## src/hw/trq_regs.svh

```systemverilog
// request builder and dispatcher constants
// assumes: included by bare name
`ifndef TRQ_REGS_SVH
`define TRQ_REGS_SVH

// ====================
// payload header layout, bit positions inside the first word
`define TRQ_HDR_UNIT_LSB   0
`define TRQ_HDR_THREAD_LSB 16
`define TRQ_HDR_DISP_LSB   32
`define TRQ_HDR_SCRP_LSB   64
`define TRQ_HDR_SCRS_LSB   96
`define TRQ_HDR_BT_LSB     128
`define TRQ_HDR_SMP_LSB    160

// ====================
// scaling of pointers, blocks and scratch
`define TRQ_PTR_SHIFT 6
`define TRQ_BLK_ROUND 9'h00f
`define TRQ_SCR_SHIFT 10

// ====================
// dispatcher control registers, byte offsets and reset values
`define TRQ_OFS_CTRL   4'h0
`define TRQ_OFS_STATUS 4'h4
`define TRQ_OFS_LAST   4'h8
`define TRQ_CTRL_RST   1'b1

`endif

```

## src/hw/trq_pkg.sv

```systemverilog
// types shared by builder, dispatcher and link
// assumes: compiled before the other files
package trq_pkg;

    // ====================
    // thread control information carried with each request
    typedef struct packed {
        logic [31:0] kernel_addr;
        logic [31:0] bt_addr;
        logic [31:0] smp_addr;
        logic [4:0]  grf_blocks;
        logic        single_flow;
        logic        urgent;
        logic        fp_mode;
        logic [7:0]  exc_mask;
        logic [2:0]  smp_count;
        logic [4:0]  bt_count;
    } trq_ctrl_t;

    // ====================
    // state machines
    typedef enum logic [2:0] {
        TRQ_B_IDLE, TRQ_B_REQ, TRQ_B_BEAT, TRQ_B_RD, TRQ_B_CAP
    } trq_bstate_t;

    typedef enum logic [1:0] {
        TRQ_D_IDLE, TRQ_D_PAY
    } trq_dstate_t;

endpackage : trq_pkg

```

## src/hw/trq_link_if.sv

```systemverilog
// link between request builder and dispatcher
// assumes: both ends run on the same core_clk
`timescale 1ns/1ns

interface trq_link_if;
    logic               req_valid;
    logic               req_ready;
    trq_pkg::trq_ctrl_t req;
    logic               pl_valid;
    logic               pl_ready;
    logic [6:0]         pl_index;
    logic [255:0]       pl_data;
    logic               pl_last;

    modport builder (
        output req_valid, req, pl_valid, pl_index, pl_data, pl_last,
        input  req_ready, pl_ready
    );

    modport dispatcher (
        input  req_valid, req, pl_valid, pl_index, pl_data, pl_last,
        output req_ready, pl_ready
    );
endinterface : trq_link_if

```

## src/hw/trq_builder.sv

```systemverilog
// thread request builder: control info plus payload
// assumes: one dispatcher, a data buffer with one-cycle latency,
// and data_start_reg plus data_len kept within 128 registers
//
// Behaviour
// - kernel address is general base plus pointer*64
// - register demand sent as sixteen-register blocks
// - dispatcher only picks units with enough blocks
// - dispatcher maps registers, delivers map to unit
// - urgent requests served before normal, fair within
// - request carries the single-flow flag
// - fp mode seeds control register zero bit
// - exception mask travels with request, unit applies
// - sampler count is only a prefetch hint
// - binding entry count is only a prefetch hint
// - first 256 bits laid out as message header
// - extended header padded up to data start
// - own unit id recognised in message headers
// - thread id unique for a while
// - per-thread scratch region from base and size
// - dispatch index slot, freed on termination
// - binding table is surface base plus pointer*64
// - sampler table is general base plus pointer*64
// - header reports per-thread scratch size
`timescale 1ns/1ns
`include "trq_regs.svh"

module trq_builder #(
    parameter int SLOTS = 8
) (
    input  wire logic                     core_clk,
    input  wire logic                     rst,
    trq_link_if.builder                   link,
    input  wire logic                     spawn,
    output logic                          spawn_ready,
    output logic                          busy,
    input  wire logic [31:0]              kernel_start_ptr,
    input  wire logic [31:0]              general_state_base,
    input  wire logic [31:0]              surface_state_base,
    input  wire logic [31:0]              bt_ptr,
    input  wire logic [31:0]              sampler_ptr,
    input  wire logic [7:0]               grf_demand,
    input  wire logic                     single_flow,
    input  wire logic                     urgent,
    input  wire logic                     fp_mode,
    input  wire logic [7:0]               exc_mask,
    input  wire logic [2:0]               sampler_count,
    input  wire logic [4:0]               bt_count,
    input  wire logic [3:0]               unit_id,
    input  wire logic [31:0]              scratch_base,
    input  wire logic [7:0]               scratch_size_kb,
    input  wire logic [6:0]               data_start_reg,
    input  wire logic [6:0]               data_len,
    output logic                          rd_en,
    output logic [6:0]                    rd_addr,
    input  wire logic [255:0]             rd_data,
    input  wire logic                     term,
    input  wire logic [$clog2(SLOTS)-1:0] term_dispatch_id,
    input  wire logic                     msg_check,
    input  wire logic [3:0]               msg_unit_id,
    output logic                          own_msg
);
    localparam int DW = $clog2(SLOTS);

    trq_pkg::trq_bstate_t state;
    trq_pkg::trq_ctrl_t   ctrl_c;
    logic [SLOTS-1:0]     slots;
    logic [DW-1:0]        free_slot;
    logic                 have_free;
    logic [15:0]          thread_id;
    logic [255:0]         hdr_c;
    logic [6:0]           start_r;
    logic [6:0]           last_idx_r;
    logic [6:0]           start_eff;
    logic [6:0]           nxt_idx;
    logic                 take;

    // ====================
    // helpers
    function automatic logic [31:0] scale64(input logic [31:0] base,
                                            input logic [31:0] ptr);
        return base + (ptr << `TRQ_PTR_SHIFT);
    endfunction : scale64

    function automatic logic [4:0] reg_blocks(input logic [7:0] regs);
        logic [8:0] s;
        s = {1'b0, regs} + `TRQ_BLK_ROUND;
        return s[8:4];
    endfunction : reg_blocks

    assign take      = spawn && spawn_ready;
    assign nxt_idx   = link.pl_index + 7'h01;
    // a zero start would overlap the fixed header, so one is the floor
    assign start_eff = (data_start_reg == 7'h00) ? 7'h01 : data_start_reg;

    // lowest free dispatch slot
    always_comb begin
        free_slot = '0;
        have_free = 1'b0;
        for (int i = SLOTS - 1; i >= 0; i--) begin
            if (!slots[i]) begin
                free_slot = DW'(i);
                have_free = 1'b1;
            end
        end
    end

    // ====================
    // thread control information
    always_comb begin
        ctrl_c = '0;
        ctrl_c.kernel_addr = scale64(general_state_base, kernel_start_ptr);
        ctrl_c.bt_addr     = scale64(surface_state_base, bt_ptr);
        ctrl_c.smp_addr    = scale64(general_state_base, sampler_ptr);
        ctrl_c.grf_blocks  = reg_blocks(grf_demand);
        ctrl_c.single_flow = single_flow;
        ctrl_c.urgent      = urgent;
        ctrl_c.fp_mode     = fp_mode;
        ctrl_c.exc_mask    = exc_mask;
        ctrl_c.smp_count   = sampler_count;
        ctrl_c.bt_count    = bt_count;
    end

    // ====================
    // fixed payload header, one 256-bit register
    // fixed message-header layout
    always_comb begin
        hdr_c = '0;
        hdr_c[`TRQ_HDR_UNIT_LSB +: 4]    = unit_id;
        hdr_c[`TRQ_HDR_THREAD_LSB +: 16] = thread_id;
        hdr_c[`TRQ_HDR_DISP_LSB +: 8]    = 8'(free_slot);
        hdr_c[`TRQ_HDR_SCRP_LSB +: 32]   = 32'(scratch_base + 32'(free_slot)
                                           * (32'(scratch_size_kb) << `TRQ_SCR_SHIFT));
        hdr_c[`TRQ_HDR_SCRS_LSB +: 8]    = scratch_size_kb;
        hdr_c[`TRQ_HDR_BT_LSB +: 32]     = bt_ptr;
        hdr_c[`TRQ_HDR_SMP_LSB +: 32]    = sampler_ptr;
    end

    // ====================
    // dispatch slots: allocation on spawn, release on termination
    // set wins over clear
    always_ff @(posedge core_clk or posedge rst) begin
        if (rst) begin
            slots <= '0;
        end else begin
            slots <= (slots & ~(SLOTS'(term) << term_dispatch_id))
                   | (SLOTS'(take) << free_slot);
        end
    end

    // thread ids just count; uniqueness lasts one wrap of 16 bits
    // advance per spawn
    always_ff @(posedge core_clk or posedge rst) begin
        if (rst) begin
            thread_id <= 16'h0000;
        end else if (take) begin
            thread_id <= thread_id + 16'h0001;
        end
    end

    always_ff @(posedge core_clk or posedge rst) begin
        if (rst) begin
            own_msg <= 1'b0;
        end else begin
            own_msg <= msg_check && (msg_unit_id == unit_id);
        end
    end

    // spawn acceptance; a slot freed by term shows one cycle later
    always_ff @(posedge core_clk or posedge rst) begin
        if (rst) begin
            spawn_ready <= 1'b0;
        end else begin
            spawn_ready <= !take && (state == trq_pkg::TRQ_B_IDLE) && have_free;
        end
    end

    // ====================
    // request and payload sequencer
    always_ff @(posedge core_clk or posedge rst) begin
        if (rst) begin
            state          <= trq_pkg::TRQ_B_IDLE;
            busy           <= 1'b0;
            link.req_valid <= 1'b0;
            link.req       <= '0;
            link.pl_valid  <= 1'b0;
            link.pl_index  <= 7'h00;
            link.pl_data   <= '0;
            link.pl_last   <= 1'b0;
            rd_en          <= 1'b0;
            rd_addr        <= 7'h00;
            start_r        <= 7'h00;
            last_idx_r     <= 7'h00;
        end else begin
            unique case (state)
                trq_pkg::TRQ_B_IDLE: begin
                    if (take) begin
                        link.req       <= ctrl_c;
                        link.req_valid <= 1'b1;
                        link.pl_data   <= hdr_c;
                        link.pl_index  <= 7'h00;
                        link.pl_last   <= (start_eff == 7'h01) && (data_len == 7'h00);
                        start_r        <= start_eff;
                        last_idx_r     <= 7'(start_eff + data_len - 7'h01);
                        busy           <= 1'b1;
                        state          <= trq_pkg::TRQ_B_REQ;
                    end
                end
                trq_pkg::TRQ_B_REQ: begin
                    if (link.req_ready) begin
                        link.req_valid <= 1'b0;
                        // header goes to register zero first
                        link.pl_valid  <= 1'b1;
                        state          <= trq_pkg::TRQ_B_BEAT;
                    end
                end
                trq_pkg::TRQ_B_BEAT: begin
                    if (link.pl_ready) begin
                        link.pl_valid <= 1'b0;
                        if (link.pl_last) begin
                            busy  <= 1'b0;
                            state <= trq_pkg::TRQ_B_IDLE;
                        end else if (nxt_idx < start_r) begin
                            link.pl_valid <= 1'b1;
                            link.pl_index <= nxt_idx;
                            link.pl_data  <= '0;
                            link.pl_last  <= (nxt_idx == last_idx_r);
                        end else begin
                            rd_en         <= 1'b1;
                            rd_addr       <= 7'(nxt_idx - start_r);
                            link.pl_index <= nxt_idx;
                            state         <= trq_pkg::TRQ_B_RD;
                        end
                    end
                end
                trq_pkg::TRQ_B_RD: begin
                    rd_en <= 1'b0;
                    state <= trq_pkg::TRQ_B_CAP;
                end
                trq_pkg::TRQ_B_CAP: begin
                    link.pl_valid <= 1'b1;
                    link.pl_data  <= rd_data;
                    link.pl_last  <= (link.pl_index == last_idx_r);
                    state         <= trq_pkg::TRQ_B_BEAT;
                end
            endcase
        end
    end
endmodule : trq_builder

```

## src/flat_wrapper.sv

```systemverilog
// flat-port wrapper written by rule: the top's interface ports become plain ports
module trq_builder_flat 
#(
    parameter int SLOTS = 8
)
  (core_clk, rst, spawn, spawn_ready, busy, kernel_start_ptr, general_state_base, surface_state_base, bt_ptr, sampler_ptr, grf_demand, single_flow, urgent, fp_mode, exc_mask, sampler_count, bt_count, unit_id, scratch_base, scratch_size_kb, data_start_reg, data_len, rd_en, rd_addr, rd_data, term, term_dispatch_id, msg_check, msg_unit_id, own_msg, link_req_valid, link_req, link_pl_valid, link_pl_index, link_pl_data, link_pl_last, link_req_ready, link_pl_ready);
  trq_link_if link_i ();
  input  wire logic core_clk;
  input  wire logic rst;
  input  wire logic spawn;
  output logic spawn_ready;
  output logic busy;
  input  wire logic [31:0] kernel_start_ptr;
  input  wire logic [31:0] general_state_base;
  input  wire logic [31:0] surface_state_base;
  input  wire logic [31:0] bt_ptr;
  input  wire logic [31:0] sampler_ptr;
  input  wire logic [7:0] grf_demand;
  input  wire logic single_flow;
  input  wire logic urgent;
  input  wire logic fp_mode;
  input  wire logic [7:0] exc_mask;
  input  wire logic [2:0] sampler_count;
  input  wire logic [4:0] bt_count;
  input  wire logic [3:0] unit_id;
  input  wire logic [31:0] scratch_base;
  input  wire logic [7:0] scratch_size_kb;
  input  wire logic [6:0] data_start_reg;
  input  wire logic [6:0] data_len;
  output logic rd_en;
  output logic [6:0] rd_addr;
  input  wire logic [255:0] rd_data;
  input  wire logic term;
  input  wire logic [$clog2(SLOTS)-1:0] term_dispatch_id;
  input  wire logic msg_check;
  input  wire logic [3:0] msg_unit_id;
  output logic own_msg;
  output wire logic [$bits(link_i.req_valid)-1:0] link_req_valid;
  output wire logic [$bits(link_i.req)-1:0] link_req;
  output wire logic [$bits(link_i.pl_valid)-1:0] link_pl_valid;
  output wire logic [$bits(link_i.pl_index)-1:0] link_pl_index;
  output wire logic [$bits(link_i.pl_data)-1:0] link_pl_data;
  output wire logic [$bits(link_i.pl_last)-1:0] link_pl_last;
  input wire logic [$bits(link_i.req_ready)-1:0] link_req_ready;
  input wire logic [$bits(link_i.pl_ready)-1:0] link_pl_ready;
  assign link_req_valid = link_i.req_valid;
  assign link_req = link_i.req;
  assign link_pl_valid = link_i.pl_valid;
  assign link_pl_index = link_i.pl_index;
  assign link_pl_data = link_i.pl_data;
  assign link_pl_last = link_i.pl_last;
  assign link_i.req_ready = link_req_ready;
  assign link_i.pl_ready = link_pl_ready;
  trq_builder #(.SLOTS(SLOTS)) u_core (.core_clk(core_clk), .rst(rst), .link(link_i), .spawn(spawn), .spawn_ready(spawn_ready), .busy(busy), .kernel_start_ptr(kernel_start_ptr), .general_state_base(general_state_base), .surface_state_base(surface_state_base), .bt_ptr(bt_ptr), .sampler_ptr(sampler_ptr), .grf_demand(grf_demand), .single_flow(single_flow), .urgent(urgent), .fp_mode(fp_mode), .exc_mask(exc_mask), .sampler_count(sampler_count), .bt_count(bt_count), .unit_id(unit_id), .scratch_base(scratch_base), .scratch_size_kb(scratch_size_kb), .data_start_reg(data_start_reg), .data_len(data_len), .rd_en(rd_en), .rd_addr(rd_addr), .rd_data(rd_data), .term(term), .term_dispatch_id(term_dispatch_id), .msg_check(msg_check), .msg_unit_id(msg_unit_id), .own_msg(own_msg));
endmodule
```

## config.mk

```make
export PLATFORM = sky130hd
export DESIGN_NAME = trq_builder_flat
export DESIGN_NICKNAME = d
export VERILOG_FILES = /design/src/hw/trq_pkg.sv /design/src/hw/trq_link_if.sv /design/src/hw/trq_builder.sv /design/src/flat_wrapper.sv
export VERILOG_INCLUDE_DIRS = /design/src /design/src/hw
export SDC_FILE = /design/constraint.sdc
export NUM_CORES = 1
export LEC_CHECK = 0
export BUFFER_PORTS_ARGS = -buffer_cell sky130_fd_sc_hd__buf_4
export CORE_AREA = 3 3 355 357
export DETAILED_ROUTE_END_ITERATION = 8
export DIE_AREA = 0 0 358 360
export GPL_TIMING_DRIVEN = 0
export MAX_ROUTING_LAYER = met4
export PLACE_DENSITY = 0.35
export SYNTH_ARGS = -nofsm -noshare
export SYNTH_HDL_FRONTEND = slang
export SYNTH_SLANG_ARGS = --single-unit
```

## constraint.sdc

```tcl
create_clock -name core_clk -period 38.4 [get_ports core_clk]
set_input_delay 9.6 -clock core_clk [delete_from_list [all_inputs] [get_ports core_clk]]
set_output_delay 9.6 -clock core_clk [all_outputs]
set_load 0.02 [all_outputs]
```

==> impl_metrics.json <==
{
  "gp_congestion": 0.837,
  "ys_types": 76,
  "syn-num-nets": 2860,
  "synth_area_sq_mm": 0.0225,
  "period_needed_ps": 13170,
  "drive_gt1_share_pct": 34.8,
  "clk_pin_slew_ps": 60,
  "hold_class": "flip-flop to flip-flop",
  "maxCapViolCount": 0,
  "synth-seq-area-share_pct": 48.0,
  "crit_chain": "buf_4 -> nand2_1 -> fa_1 -> inv_1 -> ha_1 -> inv_1 -> fa_1 -> inv_1 -> a21oi_1 -> o21ai_0 -> xor2_1 -> ha_1 -> a21o_1 -> a21oi_1 -> inv_1 -> a211o_1 -> a2111oi_2 -> nor3_2 -> or3b_1 -> xor2_1 -> o21ai_1",
  "power.leakage_nw": 16.4,
  "r2r-end": "u_core.link.pl_data[95]",
  "crit_slowest_cell": "fa_1",
  "syn_to_final_growth_pct": 49.4,
  "totalNegativeSetupSlack_ps": 0,
  "die_h_um": 360,
  "crit_top_cell": "inv_1",
  "max_stage_delay_ps": 490,
  "cp.arrival_ps": 13670,
  "reg2reg_from": "u_core.slots[7]",
  "avgSynthCellArea_sq_um": 10.2,
  "initial_core_util_pct": 18.3,
  "numPortBuffers": 904,
  "routed-via-count": 20900,
  "htree_levels": 2,
  "drv_slew": 0,
  "worstPathRequired_ps": 38900,
  "period_share_pct": 34.3,
  "drcViolationCount": 0,
  "worstHoldEndpoint": "u_core.link.req[73]",
  "worst-path-max-fanout": 6,
  "synthCells": 2216,
  "grtUsageTotal_pct": 17.4,
  "drt-total-wl_mm": 114,
  "hold_start": "u_core.link.req[73]",
  "post_cts_buffers": 0,
  "grt_first_pass_wirelength_mm": 159,
  "ant_nets": 0,
  "wire_per_inst_um": 23.2,
  "hpwlAfterDp_mm": 91.7,
  "worstSetupStartpointType": "input port",
  "synthArstFlopShare_pct": 100,
  "ys_top_cells_by_area": "dfrtp_1, ha_1, o21ai_0",
  "synth.most_common_cell": "dfrtp_1",
  "hold_viol": 0,
  "pin_count": 912,
  "dr.pass1.iters": 5,
  "clk_latency_ps": 660,
  "cts_num_sinks": 432,
  "synth_enable_flop_cells": 0,
  "max_slew_margin_pct": 18.5,
  "fmax_mhz": 75.9,
  "yosysTopAreaCell": "dfrtp_1",
  "fin_skew_ps": 17.5,
  "cellPowerDensity_mw_per_mm2": 82.5,
  "die_w_um": 358,
  "synth_common_cells": "dfrtp_1, nand2_1, o21ai_0, a22o_1, a22oi_1",
  "whs_path_depth": 2,
  "cp.buffers_inverters": 5,
  "grt_overflow": 0,
  "yosysWarningCount": 0,
  "rrSetupSlack_ps": 32520,
  "grt_setup_unrepaired": "no",
  "ctsHoldBuffers": 0,
  "cts_tree": "built",
  "drt_iter0_markers": 1126,
  "grt_pass1_vias": 22000,
  "peakVddDrop_mv": 0.0400,
  "tightestPinTransition_ps": 1220,
  "synth_ff_type": "dfrtp_1",
  "criticalPathCategory": "input port to flip-flop",
  "core-area_sq_mm": 0.123,
  "end_kind": "flip-flop",
  "num_rows": 129,
  "yosys_register_bits": 432,
  "finalSetupViolCount": 0,
  "pre_cts_ws_ps": 24590,
  "r2r_cells": 26,
  "numCtsBuffers": 60,
  "postCtsResizedCells": 0,
  "viasPerCell": 4.26,
  "clockBufferDepth": 3,
  "synth_top_area_share_pct": 48.0,
  "grt_max_degree": 109,
  "status": "finished clean",
  "root_buffer": "clkbuf_16",
  "antenna_found_initial": 24,
  "worst_slack_ps": 25230,
  "final_nets": 3831,
  "die_area_sq_mm": 0.129,
  "cpLargestDelayFamily": "compound AO/OA/AOI/OAI gates"
}
==> worst max path at each step <==
stage | startpoint | end | slack (ps) | cells past startpoint
floorplan | rst | u_core.busy | 16770 | 1
CTS | scratch_size_kb[0] | u_core.link.pl_data[95] | 25300 | 21
global route | scratch_size_kb[0] | u_core.link.pl_data[95] | 24950 | 21
global placement | rst | u_core.link.req[111] | 9220 | 2
detailed placement | scratch_size_kb[0] | u_core.link.pl_data[95] | 24590 | 21
finish | scratch_size_kb[0] | u_core.link.pl_data[95] | 25230 | 21
==> metrics by stage <==
step	area, sq um	util (%)	power (mW)	cells	hold WS, ps
after floorplan	22500	-	1.52	2216	446
after detailed placement	31500	25.5	2.21	4762	471
final	33600	27.3	2.77	4893	477
after CTS	33600	27.2	2.84	4869	482
after global routing	33600	27.3	2.97	4886	494
after global placement	31400	25.4	2.21	4757	463
==> cell usage in the layout, fill, tap and decap left out, drive strengths merged, types with 10 or more instances in the layout <==
master | synthesis | routed
a211oi | 15 | 15
a21o | 44 | 44
a21oi | 80 | 80
a22o | 132 | 132
a22oi | 127 | 127
and2 | 13 | 13
and3 | 10 | 10
buf | 43 | 952
bufinv | 0 | 10
clkbuf | 82 | 166
clkinv | 0 | 10
dfrtp | 432 | 432
diode | 0 | 24
fa | 13 | 13
ha | 116 | 116
inv | 83 | 85
mux2 | 43 | 43
nand2 | 302 | 302
nand2b | 11 | 11
nand3 | 27 | 27
nand4 | 18 | 18
nor2 | 60 | 60
nor2b | 19 | 19
nor3 | 21 | 21
o21ai | 275 | 275
o21bai | 14 | 14
o31ai | 10 | 10
xnor2 | 73 | 73
xor2 | 75 | 75
==> routing by layer <==
layer,global-route usage (%),part of all wire (%),wire (um),up-vias
li1,-,-,-,9957
met3,5.52,7.6,8670,115
met5,-,0,0,-
met2,30.0,50,57100,671
met4,4.72,2.6,2930,0
met1,19.3,40,45000,10100
==> kinds of logic (layout without fill, tap and decap cells) <==
logic type                 count (synthesis)  in the layout  synth area share (%)
AOI/OAI and AO/OA                        754            754                  22.7
and+or+nand+nor                          500            500                  9.72
DFF                                      432            432                  48.0
buffers and inverters                    209           1225                  4.08
xor gates and xnor gates                 148            148                  5.76
adders and majority gates                129            129                  7.60
muxes                                     44             44                  2.19
other                                      0             24                     0
==> cell type report <==
cell class	count	area [sq um]
Fill cell	13400	89700
Sequential cell	432	10800
Multi-Input combinational cell	1575	10800
Timing Repair Buffer	909	6910
Tap cell	1637	2050
Clock buffer	84	1690
Buffer	126	608
Clock inverter	23	402
Inverter	83	319
Antenna cell	24	60.1
==> where the power goes <==
part | total (mW) | internal (mW) | switching (mW)
sequential | 0.784 | 0.659 | 0.126
clock | 0.605 | 0.372 | 0.233
combinational | 1.39 | 0.547 | 0.838
total | 2.77 | 1.58 | 1.20
==> worst min-delay path, cell delays in order (launching register included) <==
cell and delay, ps:
dfrtp_1 340, nand2_1 40, o21ai_0 60
==> state kept, by name, indices dropped and copies added (netlist names) <==
register,flops
u_core.busy,1
u_core.link.pl_index,7
u_core.spawn_ready,1
u_core.start_r,7
u_core.link.req_valid,1
u_core.link.pl_valid,1
u_core.state,3
u_core.own_msg,1
u_core.rd_en,1
u_core.rd_addr,7
u_core.link.pl_data,256
u_core.link.pl_last,1
u_core.thread_id,16
u_core.last_idx_r,7
u_core.link.req,114
u_core.slots,8
(Power assumes the default switching activity.)
